[config.mk]
export PLATFORM = sky130hd
export DESIGN_NAME = mmpm_pin_mux
export DESIGN_NICKNAME = d
export VERILOG_FILES = /design/src/include/mmpm_pkg.sv /design/src/rtl/mmpm_pin_mux.sv
export SDC_FILE = /design/constraint.sdc
export NUM_CORES = 1
export LEC_CHECK = 0
export BUFFER_PORTS_ARGS = -buffer_cell sky130_fd_sc_hd__clkbuf_2
export CORE_MARGIN = 2
export CORE_UTILIZATION = 30
export DETAILED_ROUTE_END_ITERATION = 8
export GPL_TIMING_DRIVEN = 0
export PLACE_DENSITY = 0.63
export SLEW_MARGIN = 20
export SYNTH_ARGS = -nofsm -noshare
export SYNTH_HDL_FRONTEND = slang
export SYNTH_SLANG_ARGS = --single-unit
[constraint.sdc]
create_clock -name clk -period 2.5 [get_ports clk]
set_clock_uncertainty 0.1 [all_clocks]
set_input_delay 0.125 -clock clk [delete_from_list [all_inputs] [get_ports clk]]
set_output_delay 0.125 -clock clk [all_outputs]
set_load 0.05 [all_outputs]
[src/include/mmpm_pkg.sv]
// constants and types for the memory mode pin multiplexer
package mmpm_pkg;
    localparam int MMPM_ADDR_W = 14;
    localparam int MMPM_DATA_W = 24;
    localparam int MMPM_IAD_W = 16;
    localparam int MMPM_PF_N = 8;
    localparam int MMPM_MODE_N = 4;
    localparam int MMPM_REG_W = 8;
    localparam int MMPM_RA_W = 3;
    // mode pin positions within the flag pins
    localparam int MMPM_MODE_A = 0;
    localparam int MMPM_MODE_B = 1;
    localparam int MMPM_MODE_C = 2;
    localparam int MMPM_MODE_D = 3;
    // host port functions on the data pins
    localparam int MMPM_D_WR = 7;
    localparam int MMPM_D_RD = 6;
    localparam int MMPM_D_AL = 5;
    localparam int MMPM_D_SEL = 4;
    localparam int MMPM_D_ACK = 3;
    localparam int MMPM_D_IAD_HI = 2;
    localparam int MMPM_D_KEEP_LSB = 8;
    localparam int MMPM_BYTE_PAGE_LSB = 16;
    localparam int MMPM_BYTE_PAGE_W = 8;
    localparam int MMPM_IAD_LO_W = 13;
    // register offsets
    localparam logic [2:0] MMPM_REG_MODE = 3'h0;
    localparam logic [2:0] MMPM_REG_FLAG_DIR = 3'h1;
    localparam logic [2:0] MMPM_REG_FLAG_OUT = 3'h2;
    localparam logic [2:0] MMPM_REG_FLAG_IN = 3'h3;
    localparam logic [2:0] MMPM_REG_IRQ_STATUS = 3'h4;
    localparam logic [2:0] MMPM_REG_IRQ_MASK = 3'h5;
    // reset values
    localparam logic [7:0] MMPM_FLAG_DIR_RST = 8'h00;
    localparam logic [7:0] MMPM_FLAG_OUT_RST = 8'hff;
    localparam logic [7:0] MMPM_IRQ_MASK_RST = 8'h00;
    localparam logic [3:0] MMPM_MODE_RST = 4'h0;
    localparam logic [3:0] MMPM_MODE_ACTIVE_DEF = 4'hf;
    localparam logic [3:0] MMPM_ALWAYS_ACTIVE = 4'hf;
    typedef enum logic [1:0] {
        MMPM_ST_WAIT = 2'b01,
        MMPM_ST_RUN = 2'b10
    } mmpm_state_t;
endpackage

[src/rtl/mmpm_pin_mux.sv]
// reset-time mode capture and external pin multiplexer
//
// Operation
// - catch all mode pin levels as reset is released, use them afterwards
// - captured mode chooses self boot from eprom or boot by host
// - host mode bit 0: drive 14-bit address and 24-bit data bus
// - full mode byte access puts upper eight data bits out as address
// - host mode bit 1: 16-bit host port, strobes, ack; keep a0, d23:8
// - host port and controls share address and data pins, mode selects
// - host ack is open drain, its meaning set by captured mode d
// - interrupt flag pins raise events whether driven outside or by us
// - active mode pins work as flags at run time, passive ones do nothing
//
// Implementation choices: the register addresses and strobed register access.
`timescale 1ns/1ps
`default_nettype none
module mmpm_pin_mux
    import mmpm_pkg::*;
#(
    parameter logic [3:0] MODE_PIN_ACTIVE = MMPM_MODE_ACTIVE_DEF
) (
    input wire logic clk,
    input wire logic rst_n,
    // register port
    input wire logic [MMPM_RA_W-1:0] reg_addr,
    input wire logic [MMPM_REG_W-1:0] reg_wdata,
    input wire logic reg_write,
    input wire logic reg_read,
    output logic [MMPM_REG_W-1:0] reg_rdata,
    output logic irq,
    // flag pins, low four double as mode pins
    input wire logic [MMPM_PF_N-1:0] pf_in,
    output logic [MMPM_PF_N-1:0] pf_out,
    output logic [MMPM_PF_N-1:0] pf_oe,
    // captured mode
    output logic mode_valid,
    output logic boot_from_host,
    output logic boot_from_eprom,
    output logic host_memory_mode,
    output logic full_memory_mode,
    output logic [MMPM_MODE_N-1:0] mode_value,
    // core bus side
    input wire logic [MMPM_ADDR_W-1:0] core_addr,
    input wire logic [MMPM_DATA_W-1:0] core_data_out,
    input wire logic core_data_oe,
    input wire logic core_byte_access,
    input wire logic [MMPM_BYTE_PAGE_W-1:0] core_byte_page,
    output logic [MMPM_DATA_W-1:0] core_data_in,
    // core host port side
    input wire logic [MMPM_IAD_W-1:0] core_iad_out,
    input wire logic core_iad_oe,
    input wire logic core_host_ready,
    output logic [MMPM_IAD_W-1:0] host_port_addr_data,
    output logic host_write_strobe_n,
    output logic host_read_strobe_n,
    output logic host_addr_latch,
    output logic host_port_select_n,
    // external pins
    input wire logic [MMPM_ADDR_W-1:0] ext_address_bus_in,
    output logic [MMPM_ADDR_W-1:0] ext_address_bus_out,
    output logic [MMPM_ADDR_W-1:0] ext_address_bus_oe,
    input wire logic [MMPM_DATA_W-1:0] ext_data_bus_in,
    output logic [MMPM_DATA_W-1:0] ext_data_bus_out,
    output logic [MMPM_DATA_W-1:0] ext_data_bus_oe
);

    mmpm_state_t state;
    mmpm_state_t next_state;
    logic [MMPM_MODE_N-1:0] mode;
    logic [MMPM_PF_N-1:0] flag_dir;
    logic [MMPM_PF_N-1:0] flag_out;
    logic [MMPM_PF_N-1:0] irq_status;
    logic [MMPM_PF_N-1:0] interrupt_enable_mask;

    wire capture = (state == MMPM_ST_WAIT);
    wire run = (state == MMPM_ST_RUN);

    always_comb begin
        case (state)
            MMPM_ST_WAIT: next_state = MMPM_ST_RUN;
            MMPM_ST_RUN: next_state = MMPM_ST_RUN;
            default: next_state = MMPM_ST_WAIT;
        endcase
    end

    // first clocked edge after release samples the mode pins
    always_ff @(posedge clk or negedge rst_n) begin
        if (!rst_n) begin
            state <= MMPM_ST_WAIT;
            mode <= MMPM_MODE_RST;
        end else begin
            state <= next_state;
            if (capture) begin
                mode <= pf_in[MMPM_MODE_N-1:0];
            end
        end
    end

    always_ff @(posedge clk or negedge rst_n) begin
        if (!rst_n) begin
            mode_valid <= 1'b0;
            boot_from_host <= 1'b0;
            boot_from_eprom <= 1'b0;
            host_memory_mode <= 1'b0;
            full_memory_mode <= 1'b0;
            mode_value <= MMPM_MODE_RST;
        end else if (capture) begin
            mode_valid <= 1'b1;
            boot_from_host <= pf_in[MMPM_MODE_A];
            boot_from_eprom <= ~pf_in[MMPM_MODE_A];
            host_memory_mode <= pf_in[MMPM_MODE_C];
            full_memory_mode <= ~pf_in[MMPM_MODE_C];
            mode_value <= pf_in[MMPM_MODE_N-1:0];
        end
    end

    wire host_mode = run & mode[MMPM_MODE_C];
    wire full_mode = run & ~mode[MMPM_MODE_C];

    // register decode
    wire wr_dir = reg_write && (reg_addr == MMPM_REG_FLAG_DIR);
    wire wr_out = reg_write && (reg_addr == MMPM_REG_FLAG_OUT);
    wire wr_stat = reg_write && (reg_addr == MMPM_REG_IRQ_STATUS);
    wire wr_mask = reg_write && (reg_addr == MMPM_REG_IRQ_MASK);

    // passive mode pins lose their run-time function
    wire [MMPM_PF_N-1:0] pin_active = {MMPM_ALWAYS_ACTIVE, MODE_PIN_ACTIVE};
    wire [MMPM_PF_N-1:0] pin_level = pf_in & pin_active;
    wire [MMPM_PF_N-1:0] stat_clr = wr_stat ? reg_wdata : {MMPM_PF_N{1'b0}};
    wire [MMPM_PF_N-1:0] pf_event;
    wire [MMPM_PF_N-1:0] next_irq_status;

    genvar gi;
    generate
        for (gi = 0; gi < MMPM_PF_N; gi++) begin : g_pf
            // low pin level requests, whoever drives it
            assign pf_event[gi] = run & pin_active[gi] & ~pf_in[gi];
            // a new event beats the clear
            assign next_irq_status[gi] = pf_event[gi] | (irq_status[gi] & ~stat_clr[gi]);
        end
    endgenerate

    always_ff @(posedge clk or negedge rst_n) begin
        if (!rst_n) begin
            flag_dir <= MMPM_FLAG_DIR_RST;
            flag_out <= MMPM_FLAG_OUT_RST;
            interrupt_enable_mask <= MMPM_IRQ_MASK_RST;
            irq_status <= {MMPM_PF_N{1'b0}};
        end else begin
            if (wr_dir) begin
                flag_dir <= reg_wdata;
            end
            if (wr_out) begin
                flag_out <= reg_wdata;
            end
            if (wr_mask) begin
                interrupt_enable_mask <= reg_wdata;
            end
            irq_status <= next_irq_status;
        end
    end

    wire [MMPM_REG_W-1:0] rd_sel =
        (reg_addr == MMPM_REG_MODE) ? {{(MMPM_REG_W-MMPM_MODE_N){1'b0}}, mode} :
        (reg_addr == MMPM_REG_FLAG_DIR) ? flag_dir :
        (reg_addr == MMPM_REG_FLAG_OUT) ? flag_out :
        (reg_addr == MMPM_REG_FLAG_IN) ? pin_level :
        (reg_addr == MMPM_REG_IRQ_STATUS) ? irq_status :
        (reg_addr == MMPM_REG_IRQ_MASK) ? interrupt_enable_mask :
        {MMPM_REG_W{1'b0}};
    wire [MMPM_REG_W-1:0] next_rdata = reg_read ? rd_sel : {MMPM_REG_W{1'b0}};
    wire next_irq = |(next_irq_status & interrupt_enable_mask);
    wire [MMPM_PF_N-1:0] next_pf_oe = flag_dir & pin_active & {MMPM_PF_N{run}};
    wire [MMPM_PF_N-1:0] next_pf_out = flag_out & pin_active;

    always_ff @(posedge clk or negedge rst_n) begin
        if (!rst_n) begin
            reg_rdata <= {MMPM_REG_W{1'b0}};
            irq <= 1'b0;
            pf_out <= {MMPM_PF_N{1'b0}};
            pf_oe <= {MMPM_PF_N{1'b0}};
        end else begin
            reg_rdata <= next_rdata;
            irq <= next_irq;
            pf_out <= next_pf_out;
            pf_oe <= next_pf_oe;
        end
    end

    // host port controls as seen on the shared data pins
    wire sel_n_pin = ext_data_bus_in[MMPM_D_SEL];
    wire host_sel = host_mode & ~sel_n_pin;
    wire iad_drive = host_sel & core_iad_oe;
    // mode d turns ack from ready into busy
    wire ack_assert = mode[MMPM_MODE_D] ? ~core_host_ready : core_host_ready;
    wire ack_drive = host_sel & ack_assert;

    // full memory pin values
    // byte page goes out on reads as well, so the upper bits drive then too
    wire byte_page_on = core_byte_access;
    wire [MMPM_DATA_W-1:0] full_data_out = byte_page_on ?
        {core_byte_page, core_data_out[MMPM_BYTE_PAGE_LSB-1:0]} : core_data_out;
    wire [MMPM_DATA_W-1:0] full_data_oe = {
        {MMPM_BYTE_PAGE_W{core_data_oe | byte_page_on}},
        {MMPM_BYTE_PAGE_LSB{core_data_oe}}};

    // host memory pin values
    wire [MMPM_ADDR_W-1:0] host_addr_out = {core_iad_out[MMPM_IAD_LO_W-1:0], core_addr[0]};
    wire [MMPM_ADDR_W-1:0] host_addr_oe = {{MMPM_IAD_LO_W{iad_drive}}, 1'b1};
    wire [MMPM_DATA_W-1:0] host_data_out = {
        core_data_out[MMPM_DATA_W-1:MMPM_D_KEEP_LSB], 5'h00,
        core_iad_out[MMPM_IAD_W-1:MMPM_IAD_LO_W]};
    wire [MMPM_DATA_W-1:0] host_data_oe = {
        {(MMPM_DATA_W-MMPM_D_KEEP_LSB){core_data_oe}}, 4'h0,
        ack_drive, {(MMPM_D_IAD_HI+1){iad_drive}}};

    // pin selection by captured mode, nothing driven before capture
    wire [MMPM_ADDR_W-1:0] next_addr_out = host_mode ? host_addr_out : core_addr;
    wire [MMPM_ADDR_W-1:0] next_addr_oe = host_mode ? host_addr_oe :
        {MMPM_ADDR_W{full_mode}};
    wire [MMPM_DATA_W-1:0] next_data_out = host_mode ? host_data_out : full_data_out;
    wire [MMPM_DATA_W-1:0] next_data_oe = host_mode ? host_data_oe :
        (full_data_oe & {MMPM_DATA_W{full_mode}});

    always_ff @(posedge clk or negedge rst_n) begin
        if (!rst_n) begin
            ext_address_bus_out <= {MMPM_ADDR_W{1'b0}};
            ext_address_bus_oe <= {MMPM_ADDR_W{1'b0}};
            ext_data_bus_out <= {MMPM_DATA_W{1'b0}};
            ext_data_bus_oe <= {MMPM_DATA_W{1'b0}};
        end else begin
            ext_address_bus_out <= next_addr_out;
            ext_address_bus_oe <= next_addr_oe;
            ext_data_bus_out <= next_data_out;
            ext_data_bus_oe <= next_data_oe;
        end
    end

    // host port inputs back to the core, idle levels in full mode
    wire [MMPM_IAD_W-1:0] next_iad = host_mode ? {
        ext_data_bus_in[MMPM_D_IAD_HI:0],
        ext_address_bus_in[MMPM_ADDR_W-1:1]} : {MMPM_IAD_W{1'b0}};
    wire next_wr_n = host_mode ? ext_data_bus_in[MMPM_D_WR] : 1'b1;
    wire next_rd_n = host_mode ? ext_data_bus_in[MMPM_D_RD] : 1'b1;
    wire next_al = host_mode & ext_data_bus_in[MMPM_D_AL];
    wire next_sel_n = host_mode ? sel_n_pin : 1'b1;
    wire [MMPM_DATA_W-1:0] next_core_data = host_mode ?
        {ext_data_bus_in[MMPM_DATA_W-1:MMPM_D_KEEP_LSB], 8'h00} : ext_data_bus_in;

    always_ff @(posedge clk or negedge rst_n) begin
        if (!rst_n) begin
            host_port_addr_data <= {MMPM_IAD_W{1'b0}};
            host_write_strobe_n <= 1'b1;
            host_read_strobe_n <= 1'b1;
            host_addr_latch <= 1'b0;
            host_port_select_n <= 1'b1;
            core_data_in <= {MMPM_DATA_W{1'b0}};
        end else begin
            host_port_addr_data <= next_iad;
            host_write_strobe_n <= next_wr_n;
            host_read_strobe_n <= next_rd_n;
            host_addr_latch <= next_al;
            host_port_select_n <= next_sel_n;
            core_data_in <= next_core_data;
        end
    end

endmodule
`default_nettype wire

## Word-level counts from Yosys, hierarchy flattened

Index checks and enable logic that the tools add are counted.

- Bits in registers: 188

- Equality and inequality tests: 7
- Mux-type cells: 20
- Bitwise logic cells: 53
- Reduce and logical (&&, ||, !) cells: 7

Operator list:

| kind | number |
|---|---|
| 24-bit 2-to-1 mux | 3 |
| 8-bit 2-to-1 mux | 9 |
| 14-bit 2-to-1 mux | 2 |
| 24-bit bitwise AND | 1 |
| 1-bit bitwise AND | 22 |
| 1-bit inverter | 19 |
| 8-bit bitwise AND | 2 |
| 16-bit 2-to-1 mux | 1 |
| 1-bit bitwise OR | 9 |
| 8-bit OR reduction | 1 |
| 3-bit by 2-bit == test with 1-bit output, second input constant | 2 |
| 3-bit == test, second input constant | 2 |
| 1-bit logical AND | 4 |
| 1-bit 2-to-1 mux | 4 |
| 3-bit by 1-bit == test with 1-bit output, second input constant | 1 |
| 3-bit zero test | 1 |
| 2-bit by 1-bit == test with 1-bit output, second input constant | 1 |
| 2-bit == test, second input constant | 1 |
| 2-bit 2-to-1 mux | 1 |
| 2-bit OR reduction | 1 |

## Logic depth before layout (Yosys ltp)

Gate-level depths: netlist (run 1).

- Depth after elaboration: 8
- Depth in mapped cells: 7

## Worst setup path after synthesis (run 1)

No wires, ideal clock.

- Kind: register to register
- Start: register state[0]
- End: register irq
- Library setup time: 0.139 ns
- Data arrival time: 1.790 ns
- Data required time: 2.261 ns
- Slack: 0.471 ns
- Stages on the path, launching flop included: 8
- Path buffers: 1
- Clock period less this slack: 2.029 ns
- Cell sequence: dfstp_2 > inv_1 > ha_1 > clkbuf_1 > nor2b_1 > nor3b_1 > o22ai_1 > or4_1

- Cells in the longest elaborated chain, start to end: 5
- Elaborated cells between the ends (all ways): 19
- Classes of those cells: eq/ne: 1; bitwise: 17; reduce/logical: 1

RTL lines:

| item | line | text |
|---|---|---|
| from (decl) | mmpm_pin_mux.sv:67 | `mmpm_state_t state;` |
| from (signal assigned) | mmpm_pin_mux.sv:92 | `state <= next_state;` |
| 2-bit == test (*) | mmpm_pin_mux.sv:76 | `wire run = (state == MMPM_ST_RUN);` |
| 1-bit bitwise AND | mmpm_pin_mux.sv:137 | `assign pf_event[gi] = run & pin_active[gi] & ~pf_in[gi];` |
| 1-bit bitwise OR | mmpm_pin_mux.sv:139 | `assign next_irq_status[gi] = pf_event[gi] \| (irq_status[gi] & ~stat_clr[gi]);` |
| 8-bit bitwise AND (*) | mmpm_pin_mux.sv:172 | `wire next_irq = \|(next_irq_status & interrupt_enable_mask);` |
| 8-bit OR reduction (*) | mmpm_pin_mux.sv:172 |  |
| via next_irq | mmpm_pin_mux.sv:172 |  |
| to (signal assigned) | mmpm_pin_mux.sv:184 | `irq <= next_irq;` |
| to (decl) | mmpm_pin_mux.sv:30 | `output logic irq,` |

Mark *: on every way through the listed nets, which the timed path passes. The rest lies on a longest branch.
A chain may end at the register's enable or synchronous reset.

## Worst setup path after layout (run 1)

Ends and elaborated chain as after synthesis.

==> summary.txt, run 1 <==
Synth
  – Mapped Nets: 564
  – Synth warn: 0
  – Seq/Total Area, Yosys: 65.5%
  – Synth Register Bits: 155
  – Mapped Area: 5950 µm²
  – Avg Inst Size Synth: 13.7 µm²
  – Gate count of the mapped netlist: 435
  – Yosys cell types: 35

Floorplanning
  – DIE HEIGHT: 145 µm
  – Die area: 21000 µm²
  – Die span in x: around 140 µm
  – I/O pins: 281
  – Core Area: slightly below 20000 µm²
  – Number of core rows: 51
  – Starting density of the core: 30.5%

Power
  – Leakage: 4.64 nW
  – Pwr dens: around 740 nW/µm²
  – Cell Int Power: between 4 and 5 mW
  – Flop pwr share: between 40% and 50%
  – Switching portion of total power: 32.1%
  – Combinational Power Share: 23.2%
  – P_sw: 2.25 mW
  – Clock Power Share: between 30% and 40%
  – Maximum VDD drop: 0.481 mV

GRT
  – Initial antenna violation count: 0
  – Largest net degree at the start of global routing: 88
  – All-layer global routing usage: approximately 16%
  – Remaining global-route overflow: 0
  – First-pass GRT wire length: 25900 µm
  – Number of global-route vias before repair: 4899

CTS
  – Clk buf depth: 2
  – Reg clk slew, reported paths: 0.06 ns
  – Clock latency on the worst-skew pair: slightly above 0.4 ns
  – H-tree levels: 4
  – CTS root buffer: clkbuf_16
  – CTS tree: yes
  – CTS Sinks: 155
  – CTS buffer count: 17

Layout
  – Area occupied by registers: between 3000 and 4000 µm²
  – Area growth, synth to finish: 59.7%
  – Layout cells sized above 1: 50.1%
  – Filler cells: between 1500 and 2000
  – Footprint of the multi-input gates: approximately 1700 µm²
  – Final cell count without fillers: ~1100
  – Layout Nets: 983
  – Design area: about 9500 µm²
  – Antenna cells: 0

Timing
  – Fin. max-slew vios: 0
  – Final min period: 2.29 ns
  – Max_slew headroom: 38.0%
  – Maximum clock frequency: 437 MHz
  – Endpoints failing setup: 0
  – Final worst slack: about 0.21 ns
  – Fin Setup TNS: 0 ns
  – Period utilization: 91.4%
  – RSZ-0062 raised after global routing: no
  – Final hold vios: 0
  – Worst-margin pin slew: 0.926 ns
  – Worst hold slack: 0.126 ns

Worst setup path
  – Critical Path Start: state[0]
  – Critical Path Source Type: register
  – CP endpoint: irq
  – R2R depth: 6
  – R2R Setup Slk: 0.21 ns
  – R2R Path Start: state[0]
  – Required time worst endpoint: 2.67 ns
  – Critical path type: reg2reg
  – CP arrival: 2.46 ns
  – Crit path capture type: register
  – Crit-path max FO: 11
  – Worst reg2reg endpoint: irq

Detailed routing
  – Total vias in the final route: between 4000 and 5000
  – Final ANT Viol Nets: 0
  – Iter 0 DRT Violations: 186
  – Final WL: 17900 µm
  – Vias per cell: between 4 and 5
  – DRC Markers: 0
  – Post-DR wirelength/cell: approximately 16 µm
  – Drt first pass iters: 4

Hold path
  – Min-Delay Path Class: in2reg
  – Worst Hold Launch: reg_addr[0]
  – Hold path depth: 4

Status
  – Status: completed

Flow run
  – # Max-Cap Violations: 0

Place
  – HPWL after DPL: 12000 µm
  – RD Place Congestion: 0.830
  – Post-Place Cells: 980
  – Place WS: -0.0202 ns
  – Placed Area: 7710 µm²
  – # port buffers: 279
worst min path at each step:
stage / endpoint / slack (ns)
2_1_floorplan: boot_from_eprom / -0.27
3_3_place_gp: core_data_in[19] / 0.13
3_5_place_dp: interrupt_enable_mask[7] / 0.07
4_1_cts: reg_rdata[7] / 0.16
5_1_grt: irq_status[7] / 0.13
6_report: irq_status[6] / 0.13
synthesized netlist by cell type:
cell type | n | area [µm²]
buf_2 | 8 | 40.0
nor3_1 | 1 | 5.00
mux2_2 | 59 | 664
nand4bb_1 | 1 | 11.3
buf_4 | 33 | 248
nor2_1 | 11 | 41.3
a22oi_1 | 7 | 52.6
nand2b_1 | 2 | 12.5
o221a_2 | 4 | 45.0
nor3b_1 | 9 | 67.6
a21oi_1 | 2 | 10.0
or3_1 | 1 | 6.26
a211o_1 | 1 | 8.76
and2_1 | 25 | 156
or2_2 | 4 | 25.0
or4_1 | 1 | 7.51
a211oi_1 | 5 | 37.5
nand2_1 | 17 | 63.8
nor3b_2 | 1 | 12.5
a21o_1 | 8 | 60.1
inv_1 | 10 | 37.5
dfrtp_1 | 143 | 3580
nor2b_1 | 11 | 68.8
o21ai_0 | 9 | 45.0
clkbuf_1 | 11 | 41.3
o22ai_1 | 9 | 56.3
and3_1 | 17 | 106
mux2i_1 | 5 | 50.1
ha_1 | 2 | 25.0
o21a_1 | 2 | 15.0
dfstp_2 | 12 | 315
nor4bb_1 | 1 | 10.0
nand4b_1 | 1 | 8.76
buf_1 | 1 | 3.75
xnor2_1 | 1 | 8.76
state kept, by name (all words and copies together), names as in the netlist, 2 cells and up:
name	cells
core_data_in	24
ext_address_bus_oe	2
ext_address_bus_out	14
ext_data_bus_oe	5
ext_data_bus_out	24
flag_dir	8
flag_out	8
host_port_addr_data	16
interrupt_enable_mask	8
irq_status	8
mode_value	4
pf_oe	8
pf_out	8
reg_rdata	8
state	2
metrics by stage:
step / power (mW) / util (%)
after global placement: 4.40 / 39.4
final: 7.01 / 48.8
after CTS: 7.11 / 48.8
after detailed placement: 4.42 / 39.6
after global routing: 7.33 / 48.8
after floorplan: 3.94 / -
power groups by stage:
stage	sequential, mW	combinational [mW]	clock [mW]
global placement	2.94	1.46	0
global route	2.93	1.72	2.67
CTS	2.90	1.63	2.58
detailed placement	2.94	1.48	0
finish	2.90	1.63	2.48
floorplan	3.48	0.461	0
routing by layer:
layer,vias to the layer above,part of all wire [%],GRT usage [%]
li1,2293,-,-
met1,2379,38,18.1
met2,202,54,30.2
met3,38,5.3,4.01
met4,0,3.1,6.95
met5,-,0,0
what timing repair did:
action,CTS,global route
endpoints found under the setup margin,10,6
endpoints found under the hold margin,199,0
setup buffers,0,0
hold buffers,121,0
gates resized for setup,1,0
pin swaps,0,0
worst max-delay path: stages, from the launching register on:
cell and delay [ns]:
dfstp_2 0.53, inv_1 0.04, ha_1 0.36, nor2b_1 0.24, nor3b_1 0.21, o22ai_1 0.12
or4_1 0.55
layout make-up:
cell class,count,area share (%)
buffer,52,3.48
tap,265,3.49
multi-input combinational,217,17.8
inverter,10,0.395
clock inverter,13,1.41
timing repair buffer,401,27.8
sequential,155,41.0
clock buffer,18,4.62
cell usage in the layout (no fill, tap or decap), types with 10 or more instances in the layout:
cell / instances
dlygate4sd3_1: 121
clkbuf_2: 279
and3_1: 17
nand2_1: 17
dfrtp_1: 143
and2_1: 25
buf_4: 33
mux2_2: 59
dfstp_2: 12
nor2_1: 11
inv_1: 10
nor2b_1: 11
clkbuf_16: 17
logic make-up after synthesis:
kind of cell             Yosys count  synth area share (%)
adder cells (fa/ha/maj)            2                 0.421
AND/OR/NAND/NOR                  103                  10.1
buffers and inverters             63                  6.23
multiplexers                      64                  12.0
flip-flops                       155                  65.5
AO/OA/AOI/OAI                     47                  5.56
XOR/XNOR                           1                 0.147
(Power assumes the default switching activity.)
==> run 2: changes to the inputs <==
--- a/config.mk
+++ b/config.mk
@@ -7,10 +7,11 @@
 export LEC_CHECK = 0
 export BUFFER_PORTS_ARGS = -buffer_cell sky130_fd_sc_hd__clkbuf_2
 export CORE_MARGIN = 2
-export CORE_UTILIZATION = 30
+export CORE_UTILIZATION = 46
 export DETAILED_ROUTE_END_ITERATION = 8
 export GPL_TIMING_DRIVEN = 0
-export PLACE_DENSITY = 0.63
+export MAX_ROUTING_LAYER = met4
+export PLACE_DENSITY = 0.86
 export SLEW_MARGIN = 20
 export SYNTH_ARGS = -nofsm -noshare
 export SYNTH_HDL_FRONTEND = slang
==> summary.txt, run 2 (synthesis results as in run 1) <==
Timing
  – Final hold vios: 0 (unchanged)
  – Fin Setup TNS: 0 ns (unchanged)
  – Final min period: 2.30 ns (+0.0143 ns)
  – Fin. max-slew vios: 0 (unchanged)
  – Period utilization: 92.0% (+0.57 points)
  – Max_slew headroom: 29.7% (-8.3 points)
  – RSZ-0062 raised after global routing: no
  – Endpoints failing setup: 0 (unchanged)
  – Worst hold slack: 0.0472 ns (-0.0790 ns)
  – Worst-margin pin slew: 1.05 ns (+0.120 ns)
  – Maximum clock frequency: 435 MHz (-0.62%)
  – Final worst slack: 0.200 ns (-0.0143 ns)

Power
  – Pwr dens: 756 nW/µm² (+2.5%)
  – Clock Power Share: 35.8% (+0.4 points)
  – Flop pwr share: 41.0% (-0.4 points)
  – P_sw: 2.17 mW (-3.4%)
  – Cell Int Power: 4.92 mW (+3.4%)
  – Switching portion of total power: 30.7% (-1.5 points)
  – Maximum VDD drop: 0.432 mV (-10%)
  – Combinational Power Share: 23.2% (about the same)
  – Leakage: 4.66 nW (+0.38%)

CTS
  – CTS Sinks: 155 (unchanged)
  – Reg clk slew, reported paths: 0.06 ns (about the same)
  – CTS buffer count: 17 (unchanged)
  – Clock latency on the worst-skew pair: 0.42 ns (about the same)
  – CTS tree: yes
  – H-tree levels: 4 (unchanged)
  – CTS root buffer: clkbuf_16
  – Clk buf depth: 2 (unchanged)
  – Setup bufs post-CTS: 0 (unchanged)

Place
  – RD Place Congestion: 0.819 (-1.3%)
  – HPWL after DPL: 11600 µm (-3.1%)
  – Placed Area: 7590 µm² (-1.5%)
  – Place WS: 0.112 ns (+0.132 ns)
  – Post-Place Cells: 887 (-9.5%)
  – # port buffers: 279 (unchanged)

Floorplanning
  – Die span in x: 118 µm (-19%)
  – Number of core rows: 41 (-20%)
  – DIE HEIGHT: 118 µm (-19%)
  – Die area: 13900 µm² (-34%)
  – I/O pins: 281 (unchanged)
  – Starting density of the core: 47.1% (+17 points)
  – Core Area: 12600 µm² (-35%)

Worst setup path
  – CP Buf/Inv Count: 1 (unchanged)
  – Crit-path max FO: 11 (unchanged)
  – R2R depth: 6 (unchanged)
  – CP peak stage delay: 0.55 ns (about the same)
  – R2R Path Start: state[0]
  – Slowest cell on crit path: or4_1
  – Worst reg2reg endpoint: irq
  – Critical Path Source Type: register
  – Required time worst endpoint: 2.68 ns (about the same)
  – Top delay family on crit path: simple AND/OR/NAND/NOR gates
  – Worst path cell trace: inv_1 -> ha_1 -> nor2b_1 -> nor3b_1 -> o22ai_1 -> or4_1
  – R2R Setup Slk: 0.20 ns (about the same)
  – CP arrival: 2.48 ns (+0.02 ns)
  – Critical path type: reg2reg
  – Crit path capture type: register

GRT
  – Most Crowded Layer GR: met2
  – All-layer global routing usage: 29.9% (+13 points)
  – First-pass GRT wire length: 30400 µm (+17%)
  – Largest net degree at the start of global routing: 98 (+11%)
  – Number of global-route vias before repair: 5554 (+13%)
  – Met2 usage: 52.5% (+22 points)
  – Initial antenna violation count: 1 (+1)
  – Remaining global-route overflow: 0 (unchanged)
  – GR Layer Usage met3: 6.98% (+3.0 points)
  – Met1 Use GR: 30.6% (+12 points)

Detailed routing
  – Post-DR wirelength/cell: 18.7 µm (+18%)
  – Vias per cell: 4.87 (+12%)
  – Final ANT Viol Nets: 0 (unchanged)
  – Iter 0 DRT Violations: 364 (+96%)
  – Final WL: 19500 µm (+8.5%)
  – Drt first pass iters: 4 (unchanged)
  – DRC Markers: 0 (unchanged)
  – Total vias in the final route: 5065 (+3.1%)

Flow run
  – # Max-Cap Violations: 0 (unchanged)

Layout
  – Commonest non-fill, non-tap cells in the layout: clkbuf_2, dfrtp_1, dlygate4sd3_1
  – Filler cells: 803 (-54%)
  – Area growth, synth to finish: 57.8%
  – Largest regs: core_data_in x24, ext_data_bus_out x24, host_port_addr_data x16
  – Most common cell after layout, fill and taps aside: clkbuf_2
  – Design area: 9380 µm² (-1.2%)
  – Layout cells sized above 1: 49.5% (-0.58 points)
  – Layout Nets: 982 (-0.10%)
  – Final cell count without fillers: 1039 (-8.1%)

Hold path
  – Hold path depth: 3 (-1)
  – Min-Delay Path Class: in2reg
  – Worst Hold Launch: core_byte_access
  – Endpoint, Worst Hold: ext_data_bus_oe[22]

Status
  – Status: completed
run 2: tightest hold or removal path, stage by stage:
cell and delay [ns]:
clkbuf_2 0.13, nor2b_1 0.15, o21a_1 0.12
run 2: worst max-delay path by stage:
stage | from | slack [ns] | cells past startpoint | end
after global placement | rst_n | -1.33 | 1 | ext_data_bus_out[14]
after global routing | state[0] | 0.10 | 6 | irq
after floorplan | state[0] | 0.47 | 7 | irq
after CTS | state[0] | 0.1 | 7 | irq
final | state[0] | 0.20 | 6 | irq
after detailed placement | state[0] | 0.11 | 7 | irq
run 2: layer usage:
metal	up-vias	routed length, µm
li1	2296	-
met1	2438	6820
met2	260	10500
met3	71	1140
met4	0	945
met5	-	0
run 2: metrics by stage:
stage	power, mW	util [%]
final	7.09	74.3
after global routing	7.35	74.3
after CTS	7.08	74.3
after floorplan	3.94	-
after global placement	4.37	59.9
after detailed placement	4.41	60.2
run 2: cell type report:
type	count	area, µm²	share of cell area [%]
Multi-Input combinational cell	217	1680	17.9
Inverter	10	37.5	0.400
Buffer	52	330	3.52
Sequential cell	155	3890	41.5
Antenna cell	1	2.50	0.0267
Clock buffer	26	499	5.32
Timing Repair Buffer	400	2630	28.1
Clock inverter	6	87.6	0.934
Tap cell	172	215	2.29
run 2: what timing repair did:
| action | 4_1_cts | 5_1_grt |
|---|---|---|
| resized for setup | 0 | 2 |
| endpoints found under the setup margin | 0 | 6 |
| hold endpoints to repair | 192 | 0 |
| hold buffers | 120 | 0 |
run 2: power groups by stage:
stage	combinational, mW	sequential, mW	clock [mW]
after CTS	1.62	2.90	2.55
after global routing	1.71	2.93	2.70
after floorplan	0.461	3.48	0
after global placement	1.44	2.93	0
final	1.64	2.91	2.54
after detailed placement	1.47	2.94	0
==> run 3: changes to the inputs <==
--- a/config.mk
+++ b/config.mk
@@ -7,11 +7,12 @@
 export LEC_CHECK = 0
 export BUFFER_PORTS_ARGS = -buffer_cell sky130_fd_sc_hd__clkbuf_2
 export CORE_MARGIN = 2
-export CORE_UTILIZATION = 46
+export CORE_UTILIZATION = 45
 export DETAILED_ROUTE_END_ITERATION = 8
 export GPL_TIMING_DRIVEN = 0
 export MAX_ROUTING_LAYER = met4
-export PLACE_DENSITY = 0.86
+export PLACE_DENSITY = 0.85
+export SETUP_SLACK_MARGIN = 0.15
 export SLEW_MARGIN = 20
 export SYNTH_ARGS = -nofsm -noshare
 export SYNTH_HDL_FRONTEND = slang
==> summary.txt, run 3 (synthesis results as in run 1) <==
Status
  – Status: completed

Detailed routing
  – DRC Markers: 0 (unchanged)
  – Final WL: 19200 µm (-1.2%)
  – Top routing layer in use: met4
  – Post-DR wirelength/cell: 18.4 µm (-1.6%)
  – Drt first pass iters: 6 (+2)
  – Total vias in the final route: 5135 (+1.4%)
  – Metal3 WL: 1110 µm (-3.2%)
  – Met2 WL post-DR: 10000 µm (-5.0%)
  – Iter 0 DRT Violations: 348 (-4.4%)
  – WL met1: 7030 µm (+3.1%)
  – Final ANT Viol Nets: 0 (unchanged)
  – Vias per cell: 4.92 (+0.99%)

Power
  – Maximum VDD drop: 0.505 mV (+17%)
  – Pwr dens: 764 nW/µm² (+1.0%)
  – Leakage: 4.68 nW (+0.50%)

Timing
  – Max_slew headroom: 31.6% (+1.9 points)
  – Final min period: 2.24 ns (-0.0627 ns)
  – Final hold vios: 0 (unchanged)
  – Fin. max-slew vios: 0 (unchanged)
  – Period utilization: 89.5% (-2.5 points)
  – Endpoints failing setup: 0 (unchanged)
  – RSZ-0062 raised after global routing: no
  – Maximum clock frequency: 447 MHz (+2.8%)
  – Worst-margin pin slew: 1.02 ns (-0.0278 ns)

Worst setup path
  – R2R Setup Slk: 0.26 ns (+0.06 ns)
  – Crit path capture type: register
  – Critical path type: reg2reg
  – Critical Path Start: state[0]
  – R2R Path Start: state[0]
  – CP arrival: 2.41 ns (-0.07 ns)
  – Required time worst endpoint: 2.68 ns (about the same)
  – Critical Path Source Type: register
  – Crit-path max FO: 10 (-1)

GRT
  – All-layer global routing usage: 28.8% (-1.1 points)
  – Remaining global-route overflow: 0 (unchanged)
  – Number of global-route vias before repair: 5438 (-2.1%)
  – First-pass GRT wire length: 29900 µm (-1.5%)
  – Largest net degree at the start of global routing: 95 (-3.1%)
  – Initial antenna violation count: 2 (+1)

Layout
  – Layout cells sized above 1: 49.6% (+0.059 points)
  – Layout Nets: 985 (+0.31%)
  – Filler cells: 791 (-1.5%)
  – Commonest non-fill, non-tap cells in the layout: clkbuf_2, dfrtp_1, dlygate4sd3_1
  – Most common cell after layout, fill and taps aside: clkbuf_2
  – Fin util: 73.9% (-0.48 points)
  – Area occupied by registers: 3890 µm² (unchanged)
  – Largest regs: core_data_in x24, ext_data_bus_out x24, host_port_addr_data x16
  – Area growth, synth to finish: 58.7%
  – Footprint of the multi-input gates: 1680 µm² (+0.15%)
  – Design area: 9430 µm² (+0.56%)

CTS
  – H-tree levels: 4 (unchanged)
  – Setup bufs post-CTS: 0 (unchanged)
  – CTS tree: yes
  – Reg clk slew, reported paths: 0.06 ns (about the same)
  – CTS buffer count: 17 (unchanged)
  – Clock latency on the worst-skew pair: 0.42 ns (about the same)
  – CTS Sinks: 155 (unchanged)
  – CTS root buffer: clkbuf_16
  – Clk buf depth: 2 (unchanged)

Floorplanning
  – Starting density of the core: 46.5% (-0.57 points)
  – Number of core rows: 41 (unchanged)
  – Core Area: 12800 µm² (+1.2%)
  – Die area: 14100 µm² (+2.1%)
  – Die span in x: 119 µm (+1.1%)
  – DIE HEIGHT: 119 µm (+1.1%)
  – I/O pins: 281 (unchanged)

Flow run
  – # Max-Cap Violations: 0 (unchanged)

Place
  – RD Place Congestion: 0.843 (+2.9%)
  – Placed Area: 7590 µm² (unchanged)
  – HPWL after DPL: 11800 µm (+1.7%)
  – # port buffers: 279 (unchanged)

Hold path
  – Min-Delay Path Class: in2async
-- run 3: metrics by stage --
stage          setup WS, ns  power (mW)  TNS, ns  hold WS [ns]  cells
2_1_floorplan         0.471        3.94        0        -0.271    435
3_3_place_gp          -1.35        4.38  -195.81         0.133    886
3_5_place_dp          0.111        4.41        0        0.0285    887
4_1_cts               0.175        7.22        0         0.148   1041
5_1_grt               0.151        7.48        0         0.198   1043
6_report              0.263        7.20        0         0.144   1043
-- run 3: final cells by class --
cell class | instances | share of cell area, %
clock buffers | 23 | 4.85
clock inverters | 9 | 1.58
multi-input cells | 217 | 17.9
repair buffers | 402 | 28.1
inverters | 10 | 0.398
well taps | 172 | 2.28
flip-flops and latches | 155 | 41.3
plain buffers | 53 | 3.58
diodes | 2 | 0.0531
-- run 3: per-layer routing --
metal  global-route usage, %  up-vias
li1                        -     2297
met3                    7.57       88
met1                    30.6     2513
met5                       -        -
met4                    17.8        0
met2                    48.0      237
-- run 3: path summary, 6_finish.rpt --
check / end / cells after the start
worst min-delay path: pf_oe[6] / 2
worst max register to register: irq / 7
min in group clk: irq_status[3] / 4
worst min register to register: pf_out[7] / 0
worst max-delay path: irq / 7
max in group asynchronous: host_write_strobe_n / 3
-- run 3: report_power, final --
group	internal, mW	total [mW]	switching (mW)	leakage, nW
logic	0.564	1.64	1.08	2.56
clock network	1.69	2.65	0.958	0.299
registers	2.78	2.91	0.131	1.82
-- run 3: critical path: stages (launching register included) --
cell	delay (ns)
dfstp_2	0.53
inv_1	0.04
ha_1	0.21
buf_4	0.19
nor2b_1	0.16
nor3b_1	0.20
o22ai_1	0.11
or4_1	0.56
-- run 3: timing repair --
item / 4_1_cts / 5_1_grt
gates resized for setup: 1 / 6
pin swaps: 0 / 0
setup endpoints to repair: 1 / 2
hold buffers: 122 / 0
hold endpoints to repair: 194 / 0
